File: src/design/cfg_bank_pkg.sv
// constants for configuration registers 16h to 21h
package cfg_bank_pkg;
    localparam logic [7:0] IDX_FIFO_SHADOW = 8'h16;
    localparam logic [7:0] IDX_VEND_A = 8'h17;
    localparam logic [7:0] IDX_RSVD_LO = 8'h18;
    localparam logic [7:0] IDX_RSVD_HI = 8'h1e;
    localparam logic [7:0] IDX_VEND_B = 8'h1f;
    localparam logic [7:0] IDX_VEND_C = 8'h20;
    localparam logic [7:0] IDX_TMO_SEL = 8'h21;
    localparam logic [7:0] RST_FIFO_SHADOW = 8'h00;
    localparam logic [7:0] RST_VEND_A = 8'h03;
    localparam logic [7:0] RST_RSVD = 8'h00;
    localparam logic [7:0] RST_VEND_B = 8'h00;
    localparam logic [7:0] RST_VEND_C = 8'h3c;
    localparam logic [7:0] RST_TMO_SEL = 8'h00;
    localparam logic [7:0] MASK_FIFO_SHADOW = 8'hcf;
    localparam logic [7:0] MASK_VEND_A = 8'h07;
    localparam logic [7:0] MASK_VEND_B = 8'hff;
    localparam logic [7:0] MASK_VEND_C = 8'hfc;
    localparam logic [7:0] MASK_TMO_SEL = 8'h07;
    localparam int FCR_FIFO_EN = 0;
    localparam int FCR_RX_RST = 1;
    localparam int FCR_TX_RST = 2;
    localparam int FCR_DMA_SEL = 3;
    localparam int FCR_TRIG_LO = 6;
    localparam int TMO_SEL_BIT = 2;
    localparam int EPP_TMO_BIT = 0;
    localparam logic [4:0] TRIG_1 = 5'h01;
    localparam logic [4:0] TRIG_4 = 5'h04;
    localparam logic [4:0] TRIG_8 = 5'h08;
    localparam logic [4:0] TRIG_14 = 5'h0e;
endpackage

File: src/design/cfg_rw_field.sv
// one storage register with write mask and reset value
`timescale 1ns/100ps
`default_nettype none
module cfg_rw_field #(
    parameter logic [7:0] RST_VAL = 8'h00,
    parameter logic [7:0] WR_MASK = 8'hff
) (
    input wire logic i_ref_clk,
    input wire logic i_reset,
    input wire logic i_wr,
    input wire logic [7:0] i_wdata,
    output logic [7:0] o_value
);
    typedef struct packed {
        logic [7:0] value;
    } field_state_t;

    field_state_t state_r;
    field_state_t state_nxt;

    always_comb
    begin
        state_nxt = state_r;
        if (i_wr)
        begin
            state_nxt.value = i_wdata & WR_MASK;
        end
    end

    always_ff @(posedge i_ref_clk)
    begin
        if (i_reset)
        begin
            state_r.value <= RST_VAL & WR_MASK;
        end
        else
        begin
            state_r <= state_nxt;
        end
    end

    assign o_value = state_r.value;
endmodule
`default_nettype wire

File: src/design/config_regs_16_to_21.sv
// configuration register bank slice, indices 16h through 21h
// Operation
// - access only in config state, matching index
// - 16h mirrors second serial port FIFO control
// - 17h resets 03h, bits 3-7 zero
// - 18h-1Eh ignore writes, read zero
// - 1Fh full read/write, resets 00h
// - 20h resets 3Ch, bits 0-1 zero
// - select zero: status read end clears timeout
// - select one: write one clears timeout
// - 21h bits 3-7 zero, resets zero
// - FIFO control bits 7:6 pick trigger level
// - FIFO reset bits empty FIFO, self clear
`timescale 1ns/100ps
`default_nettype none
module config_regs_16_to_21
    import cfg_bank_pkg::*;
(
    input wire logic i_ref_clk,
    input wire logic i_reset,
    input wire logic i_cfg_mode,
    input wire logic [7:0] i_config_index_reg,
    input wire logic i_cfg_wr,
    input wire logic i_cfg_rd,
    input wire logic [7:0] i_cfg_wdata,
    input wire logic i_fifo_ctrl_wr,
    input wire logic [7:0] i_fifo_ctrl_wdata,
    input wire logic i_epp_tmo_event,
    input wire logic i_epp_status_rd,
    input wire logic i_epp_status_wr,
    input wire logic [7:0] i_epp_status_wdata,
    output logic [7:0] o_cfg_rdata,
    output logic o_cfg_hit,
    output logic o_fifo_enable,
    output logic o_rx_fifo_reset,
    output logic o_tx_fifo_reset,
    output logic o_dma_mode_sel,
    output logic [4:0] o_rx_trigger_level,
    output logic o_epp_timeout,
    output logic o_tmo_clear_mode,
    output logic [7:0] o_vendor_a,
    output logic [7:0] o_vendor_b,
    output logic [7:0] o_vendor_c
);
    // shadow, reset pulses, timeout flag and registered read port
    typedef struct packed {
        logic [7:0] fifo_ctrl_reg;
        logic rx_rst;
        logic tx_rst;
        logic epp_tmo;
        logic stat_rd_d;
        logic [7:0] rdata;
        logic hit;
    } bank_state_t;

    bank_state_t state_r;
    bank_state_t state_nxt;

    logic sel_16;
    logic sel_17;
    logic sel_1f;
    logic sel_20;
    logic sel_21;
    logic sel_rsvd;
    logic [7:0] vend_a;
    logic [7:0] vend_b;
    logic [7:0] vend_c;
    logic [7:0] tmo_sel;
    logic [7:0] shadow_wdata;
    logic shadow_wr;
    // write strobes, clear conditions and read path
    logic wr_17;
    logic wr_1f;
    logic wr_20;
    logic wr_21;
    logic any_sel;
    logic tmo_rd_clr;
    logic tmo_wr_clr;
    logic [7:0] rd_mux;
    logic [7:0] shadow_masked;

    // index decode, gated by configuration state
    always_comb
    begin
        sel_16 = 1'b0;
        sel_17 = 1'b0;
        sel_1f = 1'b0;
        sel_20 = 1'b0;
        sel_21 = 1'b0;
        sel_rsvd = 1'b0;
        if (!i_cfg_mode)
        begin
            sel_16 = 1'b0;
        end
        else if (i_config_index_reg == IDX_FIFO_SHADOW)
        begin
            sel_16 = 1'b1;
        end
        else if (i_config_index_reg == IDX_VEND_A)
        begin
            sel_17 = 1'b1;
        end
        else if (i_config_index_reg >= IDX_RSVD_LO && i_config_index_reg <= IDX_RSVD_HI)
        begin
            sel_rsvd = 1'b1;
        end
        else if (i_config_index_reg == IDX_VEND_B)
        begin
            sel_1f = 1'b1;
        end
        else if (i_config_index_reg == IDX_VEND_C)
        begin
            sel_20 = 1'b1;
        end
        else if (i_config_index_reg == IDX_TMO_SEL)
        begin
            sel_21 = 1'b1;
        end
    end

    // config write strobes; the reserved range has none, so writes drop
    always_comb
    begin
        wr_17 = sel_17 && i_cfg_wr;
        wr_1f = sel_1f && i_cfg_wr;
        wr_20 = sel_20 && i_cfg_wr;
        wr_21 = sel_21 && i_cfg_wr;
    end

    assign any_sel = sel_16 || sel_17 || sel_rsvd || sel_1f || sel_20 || sel_21;

    // run-time FIFO control write takes priority over config write
    assign shadow_wr = i_fifo_ctrl_wr || (sel_16 && i_cfg_wr);
    assign shadow_wdata = i_fifo_ctrl_wr ? i_fifo_ctrl_wdata : i_cfg_wdata;

    // reset bits pulse once and never sit in the shadow
    always_comb
    begin
        shadow_masked = shadow_wdata & MASK_FIFO_SHADOW;
        shadow_masked[FCR_RX_RST] = 1'b0;
        shadow_masked[FCR_TX_RST] = 1'b0;
    end

    // trailing edge of a status read: strobe seen last cycle, gone now
    assign tmo_rd_clr = !tmo_sel[TMO_SEL_BIT] && state_r.stat_rd_d
        && !i_epp_status_rd;
    assign tmo_wr_clr = tmo_sel[TMO_SEL_BIT] && i_epp_status_wr
        && i_epp_status_wdata[EPP_TMO_BIT];

    // read mux; reserved range and no selection read zero
    always_comb
    begin
        rd_mux = 8'h00;
        if (sel_16)
        begin
            rd_mux = state_r.fifo_ctrl_reg;
        end
        else if (sel_17)
        begin
            rd_mux = vend_a & MASK_VEND_A;
        end
        else if (sel_rsvd)
        begin
            rd_mux = 8'h00;
        end
        else if (sel_1f)
        begin
            rd_mux = vend_b;
        end
        else if (sel_20)
        begin
            rd_mux = vend_c & MASK_VEND_C;
        end
        else if (sel_21)
        begin
            rd_mux = tmo_sel & MASK_TMO_SEL;
        end
    end

    cfg_rw_field #(.RST_VAL(RST_VEND_A), .WR_MASK(MASK_VEND_A)) u_vend_a (
        .i_ref_clk(i_ref_clk),
        .i_reset(i_reset),
        .i_wr(wr_17),
        .i_wdata(i_cfg_wdata),
        .o_value(vend_a)
    );

    cfg_rw_field #(.RST_VAL(RST_VEND_B), .WR_MASK(MASK_VEND_B)) u_vend_b (
        .i_ref_clk(i_ref_clk),
        .i_reset(i_reset),
        .i_wr(wr_1f),
        .i_wdata(i_cfg_wdata),
        .o_value(vend_b)
    );

    cfg_rw_field #(.RST_VAL(RST_VEND_C), .WR_MASK(MASK_VEND_C)) u_vend_c (
        .i_ref_clk(i_ref_clk),
        .i_reset(i_reset),
        .i_wr(wr_20),
        .i_wdata(i_cfg_wdata),
        .o_value(vend_c)
    );

    cfg_rw_field #(.RST_VAL(RST_TMO_SEL), .WR_MASK(MASK_TMO_SEL)) u_tmo_sel (
        .i_ref_clk(i_ref_clk),
        .i_reset(i_reset),
        .i_wr(wr_21),
        .i_wdata(i_cfg_wdata),
        .o_value(tmo_sel)
    );

    always_comb
    begin
        state_nxt = state_r;
        state_nxt.rx_rst = 1'b0;
        state_nxt.tx_rst = 1'b0;
        if (shadow_wr)
        begin
            state_nxt.fifo_ctrl_reg = shadow_masked;
            state_nxt.rx_rst = shadow_wdata[FCR_RX_RST];
            state_nxt.tx_rst = shadow_wdata[FCR_TX_RST];
        end
        // timeout flag: trailing edge of status read, or write of one
        state_nxt.stat_rd_d = i_epp_status_rd;
        if (tmo_rd_clr)
        begin
            state_nxt.epp_tmo = 1'b0;
        end
        if (tmo_wr_clr)
        begin
            state_nxt.epp_tmo = 1'b0;
        end
        if (i_epp_tmo_event)
        begin
            state_nxt.epp_tmo = 1'b1;
        end
        // read data and hit registered, zero without a read
        state_nxt.hit = i_cfg_rd && any_sel;
        state_nxt.rdata = 8'h00;
        if (i_cfg_rd)
        begin
            state_nxt.rdata = rd_mux;
        end
    end

    // sync reset loads the power-on defaults
    always_ff @(posedge i_ref_clk)
    begin
        if (i_reset)
        begin
            state_r.fifo_ctrl_reg <= RST_FIFO_SHADOW;
            state_r.rx_rst <= 1'b0;
            state_r.tx_rst <= 1'b0;
            state_r.epp_tmo <= 1'b0;
            state_r.stat_rd_d <= 1'b0;
            state_r.rdata <= RST_RSVD;
            state_r.hit <= 1'b0;
        end
        else
        begin
            state_r <= state_nxt;
        end
    end

    // trigger level decode
    always_comb
    begin
        case (state_r.fifo_ctrl_reg[FCR_TRIG_LO +: 2])
            2'b00:
            begin
                o_rx_trigger_level = TRIG_1;
            end
            2'b01:
            begin
                o_rx_trigger_level = TRIG_4;
            end
            2'b10:
            begin
                o_rx_trigger_level = TRIG_8;
            end
            default:
            begin
                o_rx_trigger_level = TRIG_14;
            end
        endcase
    end

    // read port, shadow fields, timeout flag and config registers drive the outputs
    assign o_cfg_rdata = state_r.rdata;
    assign o_cfg_hit = state_r.hit;
    assign o_fifo_enable = state_r.fifo_ctrl_reg[FCR_FIFO_EN];
    assign o_rx_fifo_reset = state_r.rx_rst;
    assign o_tx_fifo_reset = state_r.tx_rst;
    assign o_dma_mode_sel = state_r.fifo_ctrl_reg[FCR_DMA_SEL];
    assign o_epp_timeout = state_r.epp_tmo;
    assign o_tmo_clear_mode = tmo_sel[TMO_SEL_BIT];
    assign o_vendor_a = vend_a;
    assign o_vendor_b = vend_b;
    assign o_vendor_c = vend_c;
endmodule
`default_nettype wire

File: config.mk
export PLATFORM = sky130hd
export DESIGN_NAME = config_regs_16_to_21
export DESIGN_NICKNAME = d
export VERILOG_FILES = /design/src/design/cfg_bank_pkg.sv /design/src/design/cfg_rw_field.sv /design/src/design/config_regs_16_to_21.sv
export SDC_FILE = /design/constraint.sdc
export NUM_CORES = 1
export LEC_CHECK = 0
export BUFFER_PORTS_ARGS = -buffer_cell sky130_fd_sc_hd__buf_2
export CORE_MARGIN = 3
export CORE_UTILIZATION = 47
export DETAILED_ROUTE_END_ITERATION = 7
export PLACE_DENSITY_LB_ADDON = 0.12
export SLEW_MARGIN = 15
export SYNTH_ARGS = -nofsm -noshare
export SYNTH_HDL_FRONTEND = slang
export SYNTH_SLANG_ARGS = --single-unit
File: constraint.sdc
create_clock -name i_ref_clk -period 1.8 [get_ports i_ref_clk]
set_clock_uncertainty 0.15 [all_clocks]
set_input_delay 0.27 -clock i_ref_clk [delete_from_list [all_inputs] [get_ports i_ref_clk]]
set_output_delay 0.27 -clock i_ref_clk [all_outputs]
set_load 0.005 [all_outputs]
==> results of run 1 <==
-- critical path, cell delays in order --
cell and delay (ps):
buf_2 120, or3b_1 460, o41ai_1 410, buf_4 190, a21oi_1 40
-- Yosys cell counts (4+ instances only) --
master	instances	area, um^2
dfxtp_1	37	741
nand4_1	20	125
a21oi_1	18	90.1
buf_4	17	128
nor2_1	15	56.3
mux2i_1	13	130
nand2b_1	13	81.3
o31ai_1	12	90.1
clkbuf_1	11	41.3
buf_2	7	35.0
and3_1	5	31.3
inv_1	5	18.8
nor2b_1	5	31.3
a221oi_1	4	35.0
a41oi_1	4	35.0
-- logic make-up after synthesis --
kind of cell	count (synthesis)	synth area share [%]
multiplexers	15	7.67
other	1	0.188
AO/OA/AOI/OAI	47	16.5
flip-flops	37	37.2
buffers and inverters	41	11.4
AND/OR/NAND/NOR	85	27.0
-- layer usage --
layer / share of wire, % / vias to the layer above
met4: 1.2 / 0
met2: 44 / 82
met3: 7.6 / 6
met1: 47 / 874
li1: - / 928
met5: 0 / -
-- stage by stage --
step | hold slack [ps] | cell area, um^2
3_3_place_gp | 319 | 2320
5_1_grt | 41.2 | 2440
3_5_place_dp | 325 | 2320
2_1_floorplan | 238 | 2020
6_report | 35.7 | 2440
4_1_cts | 31.7 | 2440
-- worst min path at each step --
stage / to / slack [ps] / depth (start not counted)
3_5_place_dp: u_tmo_sel.o_value[1] / 330 / 2
4_1_cts: o_epp_timeout / 30 / 3
3_3_place_gp: u_tmo_sel.o_value[0] / 320 / 2
6_report: o_epp_timeout / 40 / 3
5_1_grt: o_epp_timeout / 40 / 3
2_1_floorplan: o_epp_timeout / 240 / 2
-- final cells by class --
cell class / count / area, um^2
flip-flops and latches: 37 / 741
fillers: 385 / 1590
clock buffers: 7 / 86.3
multi-input cells: 155 / 1050
repair buffers: 81 / 453
well taps: 50 / 62.6
inverters: 5 / 18.8
clock inverters: 1 / 30.0
-- flip-flops by register name, summed over array words and instances, names as in the netlist --
signal             count
o_cfg_hit              1
o_cfg_rdata            8
o_dma_mode_sel         1
o_epp_timeout          1
o_fifo_enable          1
o_rx_fifo_reset        1
o_tx_fifo_reset        1
state_r                3
u_tmo_sel.o_value      3
u_vend_a.o_value       3
u_vend_b.o_value       8
u_vend_c.o_value       6
-- power by group --
| group | switching [mW] | leakage [nW] | internal (mW) |
|---|---|---|---|
| logic | 0.117 | 0.769 | 0.0867 |
| clock network | 0.304 | 0.0585 | 0.452 |
| registers | 0.00814 | 0.300 | 0.829 |
==> results.toml, run 1 <==
[outcome]
status = "finished clean"

[job]
cap_violations = 0

[grt]
grt_pass1_wl_um = 8270
grt_start_max_net_pins = 36
grt_antenna_before_repair = 0
grt_usage_pct = 20.5
grt_use_met3_pct = 5.11
use_met1_pct = 30.2
met2_usage_pct = 29.6
grt-ovfl-total = 0
grt_pass1_vias = 1666
busiest_layer = "met1"

[worst_setup_path]
r2r_start = "u_tmo_sel.o_value[2]"
rrSetupSlack_ps = 470
rr_worst_depth = 3
crit_end = "o_cfg_rdata[4]"
required_ps = 1840
worstPathMaxFanout = 5
r2r-end = "o_epp_timeout"
cp-start-kind = "primary input"
crit_arrival_ps = 1490
cp-startpoint = "i_config_index_reg[6]"
worstSetupEndpointType = "flip-flop"
crit_type = "in2reg"

[place]
dp.cells = 328
routabilityCongestion = 0.753
io_buffers = 67
place_ws_ps = 53.8
dpl.hpwl_um = 3660

[cells_and_area]
nNetsFinal = 326
mostFrequentLayoutCells = "buf_2, dfxtp_1, nand4_1, a21oi_1, nor2_1"
finish.utilization_pct = 60.6
diodes = 0
area_growth_syn_to_layout_pct = 22.6
mostFrequentLayoutCell = "buf_2"
drive_gt1_share_pct = 33.9
final_cells = 336

[sta]
rsz0062_at_grt = "false"
drv_slew = 0
finalSetupTns_ps = 0
finalWorstSetupSlack_ps = 344
min_period_ps = 1460
fmax_ghz = 0.687
hold_viol = 0
fin_crit_sh_pct = 80.9
setup_viol = 0

[floorplanning]
start_util_pct = 49.4
die-height_um = 71.1
core-area_mm2 = 0.00403
io_pins = 85
rows = 23
die_x_um = 71.1
die-area_mm2 = 0.00505

[yosys]
seq_area_frac_synth_pct = 37.2
synth-edff-count = 0
ys_warn_count = 0
async_flop_share_pct = 0
ys_dominant_reg_cell = "dfxtp_1"
syn_inst = 226
synth.distinct_cells = 40
synth_area_mm2 = 0.00199
syn_avg_cell_area_um2 = 8.80
ys_seq_elements = 37

[routing]
drc = 0
drt-initial-drc-count = 106
dr.pass1.iters = 4
dr_total_vias = 1890
drt_wl_total_um = 5160
ant_nets = 0
viasPerCell = 5.63
wl_per_cell_um = 15.4

[clock_tree]
path_clk_slew_ps = 70
htreeDepth = 2
clock_path_buffers = 2
cts_setup_buffers = 0
clkLatencyLatePin_ps = 290
clock-sinks = 37
ctsResizeCount = 0
cts_tree = "built"
cts_made_buffers = 5
cts_root_buf = "clkbuf_8"
cts_hold_buf = 0

[power_and_ir_drop]
power_density_mw_per_mm2 = 736
p_leak_nw = 1.13
peakVddDrop_mv = 0.417
power.total_mw = 1.80

[worst_hold_path]
hold_start = "i_epp_tmo_event"
hp-class = "in2reg"
(Power assumes the default switching activity.)
==> inputs of run 2 (changes only) <==
--- a/config.mk
+++ b/config.mk
@@ -5,9 +5,10 @@
 export SDC_FILE = /design/constraint.sdc
 export NUM_CORES = 1
 export LEC_CHECK = 0
+export ABC_AREA = 1
 export BUFFER_PORTS_ARGS = -buffer_cell sky130_fd_sc_hd__buf_2
 export CORE_MARGIN = 3
-export CORE_UTILIZATION = 47
+export CORE_UTILIZATION = 42
 export DETAILED_ROUTE_END_ITERATION = 7
 export PLACE_DENSITY_LB_ADDON = 0.12
 export SLEW_MARGIN = 15
==> constraint.sdc (replaced) <==
create_clock -name i_ref_clk -period 1.2 [get_ports i_ref_clk]
set_clock_uncertainty 0.15 [all_clocks]
set_input_delay 0.18 -clock i_ref_clk [delete_from_list [all_inputs] [get_ports i_ref_clk]]
set_output_delay 0.18 -clock i_ref_clk [all_outputs]
set_load 0.005 [all_outputs]
==> run 2 against run 1 <==
Against the previous run: the flow now finishes with violations (setup timing); combinational power rose by 60%; final area rose by 16%; setup slack got worse by 440 ps; global-route usage fell by 0.41 points; total power rose by 52%; first-iteration DRC count fell by 43%; synthesized area fell by 5.9%; count of clock-buffer cells in the layout fell by 1; critical path type unchanged.
==> results.toml, run 2 <==
[cells_and_area]
multiInputGateArea_mm2 = 0.00103
final_cells = 403
diodes = 0
seq_area_um2 = 751
drive_gt1_share_pct = 50.4
fill_cells = 370
finalInstanceArea_mm2 = 0.00283
finish.utilization_pct = 68.2
area_growth_syn_to_layout_pct = 51.1
nNetsFinal = 393
mostFrequentLayoutCells = "buf_2, dfxtp_1, inv_1, nand2_1, buf_4"
mostFrequentLayoutCell = "buf_2"

[clock_tree]
cts_made_buffers = 5
path_clk_slew_ps = 80
clock_path_buffers = 2
clkLatencyLatePin_ps = 290
cts_tree = "built"
cts_root_buf = "clkbuf_8"
clock-sinks = 37
htreeDepth = 2

[job]
cap_violations = 0

[grt]
grt_antenna_before_repair = 0
grt_usage_pct = 20.1
met2_usage_pct = 33.6
use_met1_pct = 24.9
grt_pass1_wl_um = 8090
grt_use_met3_pct = 4.82
grt_start_max_net_pins = 23
grt-ovfl-total = 0
busiest_layer = "met2"
grt_pass1_vias = 1781

[power_and_ir_drop]
power_density_mw_per_mm2 = 963
p_leak_nw = 1.34
power_switching_mw = 0.656
clkPwrFrac_pct = 41.8
sw_frac_of_total_pct = 24.1
cell_internal_pwr_mw = 2.07
comb_power_share_pct = 12.0
peakVddDrop_mv = 0.811
power_frac_seq_pct = 46.1

[place]
dp.cells = 378
io_buffers = 67
place_area_mm2 = 0.00235
routabilityCongestion = 0.873
dpl.hpwl_um = 3950

[sta]
fmax_ghz = 0.769
setup_viol = 24
hold_ws_ps = 23.6
min_period_ps = 1300
rsz0062_at_grt = "true"
drv_slew = 0
finalWorstSetupSlack_ps = -99.7
hold_viol = 0
fin_crit_sh_pct = 108

[yosys]
yosys-top-cells-count = "nand2_1, dfxtp_1, inv_1"
syn_avg_cell_area_um2 = 7.31
synth_top_family_by_area = "simple AND/OR/NAND/NOR gates"
ys_warn_count = 0
synth-edff-count = 0
synth-compound-area-share_pct = 17.4
synthXorXnorAreaFrac_pct = 0
synth_area_mm2 = 0.00187
synth_top_area_cell = "dfxtp_1"
yosysMostFrequentCell = "nand2_1"
synth.distinct_cells = 30
synth.top_cell.area_share_pct = 39.6
synth_area_leaders = "dfxtp_1, nand2_1, buf_4"
seq_area_frac_synth_pct = 39.6
syn_inst = 256
ys_dominant_reg_cell = "dfxtp_1"
synth.area.mux_share_pct = 0.535
synth_adder_area_share_pct = 0
async_flop_share_pct = 0
ys_seq_elements = 37
synthSimpleGateAreaFrac_pct = 25.1

[worst_setup_path]
crit_type = "in2reg"
crit_arrival_ps = 1380
rr_worst_depth = 4
worstSetupEndpointType = "flip-flop"
cp-start-kind = "primary input"
r2r-end = "o_cfg_rdata[2]"
rrSetupSlack_ps = 200
r2r_start = "u_vend_c.o_value[2]"
required_ps = 1280
worstPathMaxFanout = 5

[routing]
dr.pass1.iters = 4
ant_nets = 0
wl_per_cell_um = 13.4
drc = 0
drt_wl_total_um = 5400
viasPerCell = 4.85
drt-initial-drc-count = 60
dr_total_vias = 1955

[worst_hold_path]
hold_start = "i_cfg_wdata[3]"
hp-class = "in2reg"
whs_path_depth = 3
whs_endpoint = "u_vend_b.o_value[3]"

[floorplanning]
rows = 23
die_x_um = 72.8
start_util_pct = 45.2
io_pins = 85
die-height_um = 72.8
die-area_mm2 = 0.00529
core-area_mm2 = 0.00414

[outcome]
status = "finished, violations left"
violations = "setup timing"
-- run 2: power groups by stage --
stage,Clock [mW],Sequential (mW),Combinational [mW]
after floorplan,0,1.28,0.151
after global placement,0,1.29,0.261
after detailed placement,0,1.28,0.262
after CTS,1.16,1.26,0.300
after global routing,1.19,1.26,0.360
final,1.14,1.26,0.327
-- run 2: logic make-up (layout without fill, tap and decap cells) --
| kind of cell | Yosys count | in the layout |
|---|---|---|
| mux | 1 | 1 |
| simple gates | 99 | 99 |
| other cells | 1 | 8 |
| buf+inv | 63 | 153 |
| compound gates | 55 | 55 |
| flops | 37 | 37 |
-- run 2: stage by stage --
| step | setup slack [ps] | power [mW] | TNS (ps) |
|---|---|---|---|
| after floorplan | -118 | 1.43 | -1860 |
| after detailed placement | -467 | 1.55 | -12200 |
| final | -99.7 | 2.72 | -984 |
| after CTS | -27.2 | 2.72 | -110 |
| after global placement | -477 | 1.55 | -11860 |
| after global routing | -169 | 2.81 | -3560 |
-- run 2: how the worst max path moves through the flow --
stage | startpoint | end | slack, ps | cells past startpoint
after global routing | i_config_index_reg[7] | o_cfg_rdata[3] | -170 | 10
final | i_config_index_reg[2] | o_cfg_rdata[3] | -100 | 9
after detailed placement | i_config_index_reg[6] | o_cfg_rdata[3] | -470 | 11
after global placement | i_config_index_reg[6] | o_cfg_rdata[3] | -480 | 11
after floorplan | i_config_index_reg[6] | o_cfg_rdata[1] | -120 | 11
after CTS | i_config_index_reg[7] | u_vend_b.o_value[4] | -30 | 9
-- run 2: critical path: stages --
cell and delay [ps]:
buf_2 130, nor2_4 110, nand3_4 90, nor3_4 340, buf_4 180, nand2_1 50
nand2_1 70, nand3_2 80, a21oi_2 140
-- run 2: layout make-up --
class | instances | share of cell area (%)
Multi-Input combinational cell | 163 | 36.5
Inverter | 38 | 5.49
Clock buffer | 6 | 2.92
Sequential cell | 37 | 26.5
Timing Repair Buffer | 107 | 25.0
Tap cell | 50 | 2.21
Clock inverter | 2 | 1.33
-- run 2: repair_timing --
action | 4_1_cts | 5_1_grt
resized for setup | 21 | 48
endpoints found under the setup margin | 28 | 38
hold endpoints to repair | 8 | 0
setup buffers | 7 | 2
pin swaps | 11 | 9
cloned | 0 | 0
hold buffers | 8 | 0
-- run 2: layer usage --
layer / vias to the layer above / routed length [um]
met4: 0 / 113
met5: - / 0
met1: 889 / 2250
met2: 59 / 2740
met3: 10 / 300
li1: 997 / -
==> inputs of run 3 (changes only) <==
--- a/config.mk
+++ b/config.mk
@@ -11,6 +11,7 @@
 export CORE_UTILIZATION = 42
 export DETAILED_ROUTE_END_ITERATION = 7
 export PLACE_DENSITY_LB_ADDON = 0.12
+export REMOVE_ABC_BUFFERS = 1
 export SLEW_MARGIN = 15
 export SYNTH_ARGS = -nofsm -noshare
 export SYNTH_HDL_FRONTEND = slang
==> run 3 against run 2 <==
Against the previous run: the flow still finishes with violations (setup timing); count of clock-buffer cells in the layout did not move; flip-flop and latch count is the same; sequential share of layout area shrank 0.89 points; combinational power rose by 12%; global-route usage rose by 1.4 points; critical path type unchanged; largest cell class unchanged.
==> results.toml, run 3 (same netlist as run 2, synthesis figures left out) <==
[outcome]
status = "finished, violations left"
violations = "setup timing"

[grt]
grt_antenna_before_repair = 0
grt_start_max_net_pins = 23
grt_usage_pct = 21.5
grt_pass1_vias = 1976
grt-ovfl-total = 0
grt_pass1_wl_um = 8840

[clock_tree]
clock-sinks = 37
path_clk_slew_ps = 70
clkLatencyLatePin_ps = 280
cts_tree = "built"
htreeDepth = 2
cts_root_buf = "clkbuf_8"
cts_made_buffers = 5
clock_path_buffers = 2

[place]
io_buffers = 67
place_ws_ps = -449
routabilityCongestion = 0.895
dpl.hpwl_um = 4000
dp.cells = 380

[worst_setup_path]
rrSetupSlack_ps = 170
worstSetupEndpointType = "flip-flop"
worstPathMaxFanout = 7
crit_arrival_ps = 1300
cp-start-kind = "primary input"
required_ps = 1220
crit_type = "in2reg"

[floorplanning]
core-area_mm2 = 0.00414
rows = 23
die-height_um = 72.8
die_x_um = 72.8
die-area_mm2 = 0.00529
io_pins = 85
start_util_pct = 45.2

[sta]
rsz0062_at_grt = "true"
fmax_ghz = 0.781
setup_viol = 26
hold_viol = 0
finalWorstSetupSlack_ps = -80.5
min_period_ps = 1280
drv_slew = 0
fin_crit_sh_pct = 107

[routing]
drt_wl_total_um = 5360
dr_total_vias = 1999
drc = 0
wl_per_cell_um = 13.2
dr.pass1.iters = 4
viasPerCell = 4.92
ant_nets = 0
drt-initial-drc-count = 111

[power_and_ir_drop]
peakVddDrop_mv = 0.799
p_leak_nw = 1.41
power_density_mw_per_mm2 = 836

[cells_and_area]
seq_area_um2 = 751
area_growth_syn_to_layout_pct = 56.3
finish.utilization_pct = 70.6
fill_cells = 352
mostFrequentLayoutCell = "buf_2"
drive_gt1_share_pct = 52.2
diodes = 0
mostFrequentLayoutCells = "buf_2, dfxtp_1, inv_1, buf_4, nand2_1"
multiInputGateArea_mm2 = 0.00109
final_cells = 406
nNetsFinal = 396

[worst_hold_path]
hp-class = "in2reg"

[job]
cap_violations = 0
-- run 3: changes by cell type in the layout (fill, tap and decap cells not counted), sizes merged --
cell and change:
bufinv -1, buf +5, clkinv +2, clkinvlp -1, dlygate4sd3 -2
-- run 3: cell type report --
cell class	instances	area share, %
clock inverters	2	0.342
flip-flops and latches	37	25.7
repair buffers	110	26.8
clock buffers	6	2.48
multi-input cells	163	37.3
inverters	38	5.22
well taps	50	2.14
-- run 3: what timing repair did --
item / CTS / global route
hold buffers: 6 / 0
gates resized for setup: 52 / 57
buffers inserted: 6 / 5
endpoints found under the setup margin: 37 / 38
endpoints found under the hold margin: 6 / 0
cloned: 1 / 0
pin swaps: 16 / 19
-- run 3: worst max-delay path, cell delays in order --
cell	delay (ps)
buf_6	90
nor2_4	130
inv_4	60
nor2_4	200
o21ai_4	120
nand3_4	110
buf_8	140
inv_8	50
nor2_1	110
a31oi_1	100
-- run 3: through the flow --
step           setup TNS [ps]  area (um^2)  power, mW  hold WS, ps
2_1_floorplan           -4490         1720       1.39         99.1
3_3_place_gp           -12330         2320       1.54          243
3_5_place_dp           -13110         2320       1.54          245
4_1_cts                  -211         2690       2.42         2.24
5_1_grt                 -2510         2930       2.55         20.9
6_report                 -876         2930       2.44         7.73
-- run 3: where the power goes --
group / internal, mW / switching, mW
Combinational: 0.176 / 0.189
Clock: 0.402 / 0.423
Sequential: 1.24 / 0.0117
-- run 3: final timing paths --
path / start / endpoint / depth (start not counted)
hold reg to reg: u_tmo_sel.o_value[1] / u_tmo_sel.o_value[1] / 2
setup / recovery: i_config_index_reg[7] / o_cfg_hit / 10
hold / removal: i_fifo_ctrl_wdata[7] / state_r[20] / 3
setup reg to reg: u_tmo_sel.o_value[2] / o_cfg_rdata[2] / 4
-- run 3: layer usage --
| layer | track usage (%) | vias to the layer above | wire length, um |
|---|---|---|---|
| met1 | 26.9 | 908 | 2270 |
| met5 | 0 | - | 0 |
| met4 | 8.20 | 0 | 140 |
| met2 | 35.6 | 68 | 2570 |
| li1 | - | 1009 | - |
| met3 | 5.37 | 14 | 374 |
